### src/verilog/csbu_pkg.sv
// Function
// RULE1: Compare-immediate subtracts constant, discards difference, updates Z N V C H only. The code also updates S.
// RULE2: Skip-if-register-bit-clear bypasses next instruction by advancing PC 2 or 3.
// RULE3: Skip-if-I/O-bit-set bypasses next instruction, taking one, two or three cycles.
// RULE4: Branch-if-flag-set loads PC plus offset plus one; one cycle, two taken.
// RULE5: Branch-if-flag-clear adds offset plus one when selected flag is zero.
// RULE6: Branch-if-not-equal branches only when zero flag clear, flags unchanged.
// RULE7: Relative branch offset is a signed two's-complement value.
package csbu_pkg;

	// ****************************************************************
	// Widths, flag positions and reset values.
	// ****************************************************************
	localparam int          PC_W       = 12;
	localparam int          OFS_W      = 7;
	localparam int          FLAG_C     = 0;
	localparam int          FLAG_Z     = 1;
	localparam int          FLAG_N     = 2;
	localparam int          FLAG_V     = 3;
	localparam int          FLAG_S     = 4;
	localparam int          FLAG_H     = 5;
	localparam logic [11:0] PC_RESET   = 12'h000;
	localparam logic [7:0]  FLAGS_RESET = 8'h00;
	localparam logic [11:0] PC_STEP    = 12'h001;
	localparam logic [11:0] SKIP_ONE   = 12'h002;
	localparam logic [11:0] SKIP_TWO   = 12'h003;
	localparam logic [1:0]  WAIT_NONE  = 2'h0;
	localparam logic [1:0]  WAIT_ONE   = 2'h1;
	localparam logic [1:0]  WAIT_TWO   = 2'h2;

	// ****************************************************************
	// Operation selects.
	// ****************************************************************
	typedef enum logic [2:0] {
		CSBU_OP_NONE              = 3'b000,
		CSBU_OP_COMPARE_IMMEDIATE = 3'b001,
		CSBU_OP_SKIP_REG_BIT_CLEAR = 3'b010,
		CSBU_OP_SKIP_IO_BIT_SET   = 3'b011,
		CSBU_OP_BRANCH_FLAG_SET   = 3'b100,
		CSBU_OP_BRANCH_FLAG_CLEAR = 3'b101,
		CSBU_OP_BRANCH_NOT_EQUAL  = 3'b110
	} csbu_op_t;

	typedef enum logic [1:0] {
		CSBU_ST_IDLE = 2'b00,
		CSBU_ST_WAIT = 2'b01
	} csbu_state_t;

endpackage

### src/verilog/csbu_unit.sv
`timescale 1ns/1ps
module csbu_unit (
	input  wire logic                   clock,
	input  wire logic                   resetn,
	input  wire logic                   issue,
	input  wire csbu_pkg::csbu_op_t     op,
	input  wire logic [7:0]             reg_operand,
	input  wire logic [7:0]             immediate,
	input  wire logic [7:0]             io_operand,
	input  wire logic [2:0]             bit_select,
	input  wire logic [6:0]             offset,
	input  wire logic                   next_is_long,
	output logic                        busy,
	output logic                        done,
	output logic [11:0]                 pc,
	output logic [7:0]                  status_flags
);
	// ****************************************************************
	// Internal signals.
	// ****************************************************************
	csbu_pkg::csbu_state_t state;
	csbu_pkg::csbu_state_t next_state;
	logic [1:0]            wait_count;
	logic [1:0]            next_wait_count;
	logic [1:0]            next_wait;
	logic [7:0]            compare_flags;
	logic [11:0]           next_pc;
	logic [11:0]           seq_pc;
	logic [11:0]           skip_pc;
	logic [11:0]           branch_pc;
	logic [11:0]           offset_ext;
	logic                  accept;
	logic                  is_compare;
	logic                  is_skip_reg;
	logic                  is_skip_io;
	logic                  is_branch_set;
	logic                  is_branch_clear;
	logic                  is_branch_ne;
	logic                  reg_bit;
	logic                  io_bit;
	logic                  flag_bit;
	logic                  zero_flag;
	logic                  take_skip;
	logic                  take_branch;
	logic                  next_done;

	csbu_compare u_compare (
		.operand   (reg_operand),
		.constant  (immediate),
		.flags_in  (status_flags),
		.flags_out (compare_flags)
	);

	// ****************************************************************
	// Operation decode.
	// ****************************************************************
	always_comb begin
		is_compare      = 1'b0;
		is_skip_reg     = 1'b0;
		is_skip_io      = 1'b0;
		is_branch_set   = 1'b0;
		is_branch_clear = 1'b0;
		is_branch_ne    = 1'b0;
		case (op)
			csbu_pkg::CSBU_OP_COMPARE_IMMEDIATE: begin
				is_compare = 1'b1;
			end
			csbu_pkg::CSBU_OP_SKIP_REG_BIT_CLEAR: begin
				is_skip_reg = 1'b1;
			end
			csbu_pkg::CSBU_OP_SKIP_IO_BIT_SET: begin
				is_skip_io = 1'b1;
			end
			csbu_pkg::CSBU_OP_BRANCH_FLAG_SET: begin
				is_branch_set = 1'b1;
			end
			csbu_pkg::CSBU_OP_BRANCH_FLAG_CLEAR: begin
				is_branch_clear = 1'b1;
			end
			csbu_pkg::CSBU_OP_BRANCH_NOT_EQUAL: begin
				is_branch_ne = 1'b1;
			end
			default: begin
				is_compare = 1'b0;
			end
		endcase
	end

	assign accept = issue & ~busy;

	// ****************************************************************
	// Condition tests.
	// ****************************************************************
	assign reg_bit   = reg_operand[bit_select];
	assign io_bit    = io_operand[bit_select];
	assign flag_bit  = status_flags[bit_select];
	assign zero_flag = status_flags[csbu_pkg::FLAG_Z];

	always_comb begin
		take_skip   = 1'b0;
		take_branch = 1'b0;
		if (is_skip_reg) begin
			take_skip = ~reg_bit; // RULE2
		end
		if (is_skip_io) begin
			take_skip = io_bit; // RULE3
		end
		if (is_branch_set) begin
			take_branch = flag_bit; // RULE4
		end
		if (is_branch_clear) begin
			take_branch = ~flag_bit; // RULE5
		end
		if (is_branch_ne) begin
			take_branch = ~zero_flag; // RULE6
		end
	end

	// ****************************************************************
	// Target computation.
	// ****************************************************************
	assign offset_ext = {{(csbu_pkg::PC_W - csbu_pkg::OFS_W){offset[6]}}, offset}; // RULE7
	assign seq_pc     = pc + csbu_pkg::PC_STEP;
	assign skip_pc    = pc + (next_is_long ? csbu_pkg::SKIP_TWO : csbu_pkg::SKIP_ONE); // RULE2
	assign branch_pc  = pc + offset_ext + csbu_pkg::PC_STEP; // RULE4 RULE5 RULE6

	always_comb begin
		next_pc = seq_pc;
		if (take_skip) begin
			next_pc = skip_pc; // RULE2 RULE3
		end else if (take_branch) begin
			next_pc = branch_pc; // RULE4 RULE5 RULE6
		end
	end

	// ****************************************************************
	// Extra cycles of a taken skip or branch.
	// ****************************************************************
	always_comb begin
		next_wait = csbu_pkg::WAIT_NONE;
		if (take_skip) begin
			next_wait = next_is_long ? csbu_pkg::WAIT_TWO : csbu_pkg::WAIT_ONE; // RULE3
		end else if (take_branch) begin
			next_wait = csbu_pkg::WAIT_ONE; // RULE4
		end
	end

	// ****************************************************************
	// Cycle sequencing.
	// ****************************************************************
	assign busy = (state == csbu_pkg::CSBU_ST_WAIT);

	always_comb begin
		next_state      = state;
		next_wait_count = wait_count;
		next_done       = 1'b0;
		case (state)
			csbu_pkg::CSBU_ST_IDLE: begin
				if (accept) begin
					if (next_wait == csbu_pkg::WAIT_NONE) begin
						next_done = 1'b1;
					end else begin
						next_wait_count = next_wait - csbu_pkg::WAIT_ONE;
						next_state      = csbu_pkg::CSBU_ST_WAIT; // RULE3
					end
				end
			end
			csbu_pkg::CSBU_ST_WAIT: begin
				if (wait_count == csbu_pkg::WAIT_NONE) begin
					next_state = csbu_pkg::CSBU_ST_IDLE;
					next_done  = 1'b1;
				end else begin
					next_wait_count = wait_count - csbu_pkg::WAIT_ONE;
				end
			end
			default: begin
				next_state = csbu_pkg::CSBU_ST_IDLE;
			end
		endcase
	end

	// ****************************************************************
	// Sequencer state.
	// ****************************************************************
	always_ff @(posedge clock or negedge resetn) begin
		if (!resetn) begin
			state <= csbu_pkg::CSBU_ST_IDLE;
		end else begin
			state <= next_state;
		end
	end

	// ****************************************************************
	// Remaining extra cycles.
	// ****************************************************************
	always_ff @(posedge clock or negedge resetn) begin
		if (!resetn) begin
			wait_count <= csbu_pkg::WAIT_NONE;
		end else begin
			wait_count <= next_wait_count;
		end
	end

	// ****************************************************************
	// Completion pulse.
	// ****************************************************************
	always_ff @(posedge clock or negedge resetn) begin
		if (!resetn) begin
			done <= 1'b0;
		end else begin
			done <= next_done;
		end
	end

	// ****************************************************************
	// Program counter.
	// ****************************************************************
	always_ff @(posedge clock or negedge resetn) begin
		if (!resetn) begin
			pc <= csbu_pkg::PC_RESET;
		end else if (accept) begin
			pc <= next_pc;
		end
	end

	// ****************************************************************
	// Status flags: only compare-immediate changes them.
	// ****************************************************************
	always_ff @(posedge clock or negedge resetn) begin
		if (!resetn) begin
			status_flags <= csbu_pkg::FLAGS_RESET;
		end else if (accept && is_compare) begin
			status_flags <= compare_flags; // RULE1
		end
	end
endmodule // csbu_unit

### src/verilog/csbu_compare.sv
`timescale 1ns/1ps
module csbu_compare (
	input  wire logic [7:0] operand,
	input  wire logic [7:0] constant,
	input  wire logic [7:0] flags_in,
	output logic      [7:0] flags_out
);
	logic [7:0] diff;

	// ****************************************************************
	// Subtract without write-back; Z N V C H and S derived.
	// ****************************************************************
	always_comb begin
		diff      = operand - constant; // RULE1
		flags_out = flags_in;
		flags_out[csbu_pkg::FLAG_Z] = (diff == 8'h00);
		flags_out[csbu_pkg::FLAG_N] = diff[7];
		flags_out[csbu_pkg::FLAG_V] = (operand[7] & ~constant[7] & ~diff[7])
			| (~operand[7] & constant[7] & diff[7]);
		flags_out[csbu_pkg::FLAG_C] = (~operand[7] & constant[7]) | (constant[7] & diff[7])
			| (diff[7] & ~operand[7]);
		flags_out[csbu_pkg::FLAG_H] = (~operand[3] & constant[3]) | (constant[3] & diff[3])
			| (diff[3] & ~operand[3]);
		flags_out[csbu_pkg::FLAG_S] = flags_out[csbu_pkg::FLAG_N] ^ flags_out[csbu_pkg::FLAG_V];
	end
endmodule // csbu_compare

### config.mk
export PLATFORM = sky130hd
export DESIGN_NAME = csbu_unit
export DESIGN_NICKNAME = d
export VERILOG_FILES = /design/src/verilog/csbu_pkg.sv /design/src/verilog/csbu_unit.sv /design/src/verilog/csbu_compare.sv
export SDC_FILE = /design/constraint.sdc
export NUM_CORES = 1
export LEC_CHECK = 0
export ABC_AREA = 1
export ABC_CLOCK_PERIOD_IN_PS = 1700
export CORE_MARGIN = 2
export CORE_UTILIZATION = 55
export CTS_BUF_LIST = sky130_fd_sc_hd__clkbuf_4
export DETAILED_ROUTE_END_ITERATION = 10
export DONT_BUFFER_PORTS = 1
export PLACE_DENSITY = 0.73
export SYNTH_ARGS = -nofsm -noshare
export SYNTH_HDL_FRONTEND = slang
export SYNTH_SLANG_ARGS = --single-unit
### constraint.sdc
create_clock -name clock -period 1.7 [get_ports clock]
set_input_delay 0.255 -clock clock [delete_from_list [all_inputs] [get_ports clock]]
set_output_delay 0.255 -clock clock [all_outputs]
set_load 0.01 [all_outputs]
==> flow_summary.yaml <==
run_status:
  status: "complete, but fails checks"
  failed_checks: "setup timing"
global_routing:
  grt_antenna_before_repair: 0
  grt-ovfl-total: 0
  grtUsageTotal: 0.278
  grt_pass1_wl_mm: 13.5
  grt_max_degree: 23
  grt_pass1_vias: 2890
critical_path:
  crit_path_start_kind: "flip-flop"
  cp-startpoint: "pc[0]"
  worstPathArrival_ps: 2120
  required_ps: 1960
  path_class: "reg -> reg"
  setup.worst_path.end_class: "flip-flop"
  crit_fanout: 3
  r2r-start: "pc[0]"
yosys:
  ys_top_cells_by_area: "dfrtp_1 (19%), nand2_1 (14%), ha_1 (10%)"
  synth_top_family_by_area: "simple AND/OR/NAND/NOR gates"
  synth_seq_cells: 22
  synth_ff_type: "dfrtp_1"
  ys_warn_count: 0
  synth-async-reset-ratio: 1.00
  synth.top_cell.area_share: 0.188
  synth-simple-area-share: 0.380
  postSynthAreaPerCell_um2: 6.64
  synth_compound_area_frac: 0.0985
  synth_commonest_cells: "nand2_1 (110), inv_1 (58), nand3_1 (45)"
  synth_edf_count: 0
  synth_adder_area_share: 0.136
  ys_seq_area_frac: 0.188
  yosysMostFrequentCell: "nand2_1"
  syn_area_mm2: 0.00294
  synth_cells: 442
  ys_types: 33
  synth_xor_area_frac: 0.0835
  yosys.area.top_type: "dfrtp_1"
  synth_mux_area_frac: 0
sta:
  fin_skew_ps: 10.2
  period_share: 1.09
  fin_setup_tns_ps: -566
  drv_slew: 0
  hold_ws_ps: 178
  rsz0062_at_grt: "yes"
  setup_slack_ps: -155
  worstMarginPinSlew_ps: 1060
  maxSlewHeadroom: 0.289
  final_hold_viol_count: 0
  fin_crit_ps: 1850
  setup_viol: 9
  fmax_mhz: 539
layout:
  drive_gt1_frac: 0.354
  final_area_mm2: 0.00390
  layout.nets: 566
  final-instance-count-excl-fill: 565
  area.growth.synth_to_final_pct: 32.7
  n_antenna_cell: 0
clock_network:
  cts_tree: "done"
  cts_num_sinks: 22
  h-tree-depth: 1
  cts_root_buf: "clkbuf_4"
  cts_buffers: 3
  path_clk_slew_ps: 150
  clockBufferDepth: 2
  insertion_delay_ps: 320
worst_hold_path:
  min_path_type: "in -> reg"
  worstHoldStart: "reg_operand[3]"
pwr:
  powerDensity_mw_per_mm2: 1460
  ir_worst_vdd_uv: 985
  leakage_nw: 1.96
place:
  port_buffers: 0
  place_congestion: 0.939
  place_inst: 547
  dp_hpwl_mm: 6.16
  place_area_mm2: 0.00333
die:
  dieArea_mm2: 0.00594
  initial_core_util: 0.571
  core_mm2: 0.00514
  fp.dieW_um: 77.1
  pin_count: 63
  die_h_um: 77.1
  rows: 26
drt:
  vias: 3251
  routedWlPerCell_um: 16.3
  wirelength_mm: 9.19
  drt_iter0_markers: 250
  ant_nets: 0
  drc_errors: 0
  avgViaCountPerCell: 5.75
  firstDrtPassIters: 5
flow_run:
  cap_violations: 0
[logic make-up after synthesis]
group / after synthesis
fa+ha+maj: 29
other cells: 1
simple gates: 239
xor+xnor: 28
compound gates: 48
flops: 22
buf+inv: 75
[layout by cell type, fill, tap and decap left out, types with 10 or more instances in the layout]
cell,netlist,layout
dfrtp_1,22,21
ha_4,0,13
buf_4,4,54
a21oi_1,24,14
a21oi_2,6,14
nand2_1,110,97
nand3_2,10,22
nor2_2,0,10
nand4_1,18,18
nor2_1,37,26
nand3_1,45,33
inv_1,58,53
xnor2_1,11,10
xor2_1,17,15
nand2_2,11,21
[stage by stage]
step / power, mW / utilization / worst slack, ps
floorplan: 3.18 / - / -371
global placement: 4.14 / 0.648 / -449
detailed placement: 4.20 / 0.648 / -528
CTS: 4.99 / 0.699 / -115
global route: 6.07 / 0.758 / -229
finish: 5.67 / 0.758 / -155
[metal layers]
layer	track usage	up-vias	routed length (um)
li1	-	1542	-
met1	0.401	1516	3940
met2	0.446	167	4280
met3	0.0329	26	746
met4	0.0625	0	223
met5	0	-	0
[cell type report]
type                            count  area, um^2
Tap cell                           70        87.6
Fill cell                         385        1240
Sequential cell                    22         552
Clock inverter                      1        30.0
Inverter                           61         241
Multi-Input combinational cell    347        2470
Clock buffer                        3        22.5
Timing Repair Buffer               61         492
[state kept, by name (all words and copies together), names as in the netlist]
| signal | cells |
|---|---|
| done | 1 |
| state | 1 |
| pc | 12 |
| wait_count | 2 |
| status_flags | 6 |
[power by group]
part | switching, mW | internal [mW] | total, mW
Clock | 0.184 | 0.238 | 0.422
Sequential | 0.230 | 0.727 | 0.957
Combinational | 2.37 | 1.92 | 4.29
[critical path: stages, from the launching register on]
cell and delay [ps]:
dfrtp_2 400, inv_2 50, ha_4 160, fa_2 330, inv_2 80, nand3_2 80
nand2_4 80, buf_6 90, a21oi_2 50, xnor2_1 190, nand2_1 80, nand3_1 70
nand2_1 60, nand2_1 60
[final timing paths]
kind	end	slack [ps]	cells past startpoint
min	status_flags[5]	180	2
max in group asynchronous	pc[0]	440	1
min reg2reg	wait_count[0]	570	2
max	pc[6]	-150	13
min in group asynchronous	pc[3]	560	1
max reg2reg	pc[6]	-150	13
[repair_timing]
action | in CTS | in global routing
endpoints found under the setup margin | 12 | 14
pin swaps | 26 | 32
buffers inserted | 4 | 9
hold endpoints to repair | 22 | 0
cloned | 0 | 1
hold buffers | 1 | 0
gates resized for setup | 29 | 49
No activity file was read; power rests on OpenSTA's default activity.
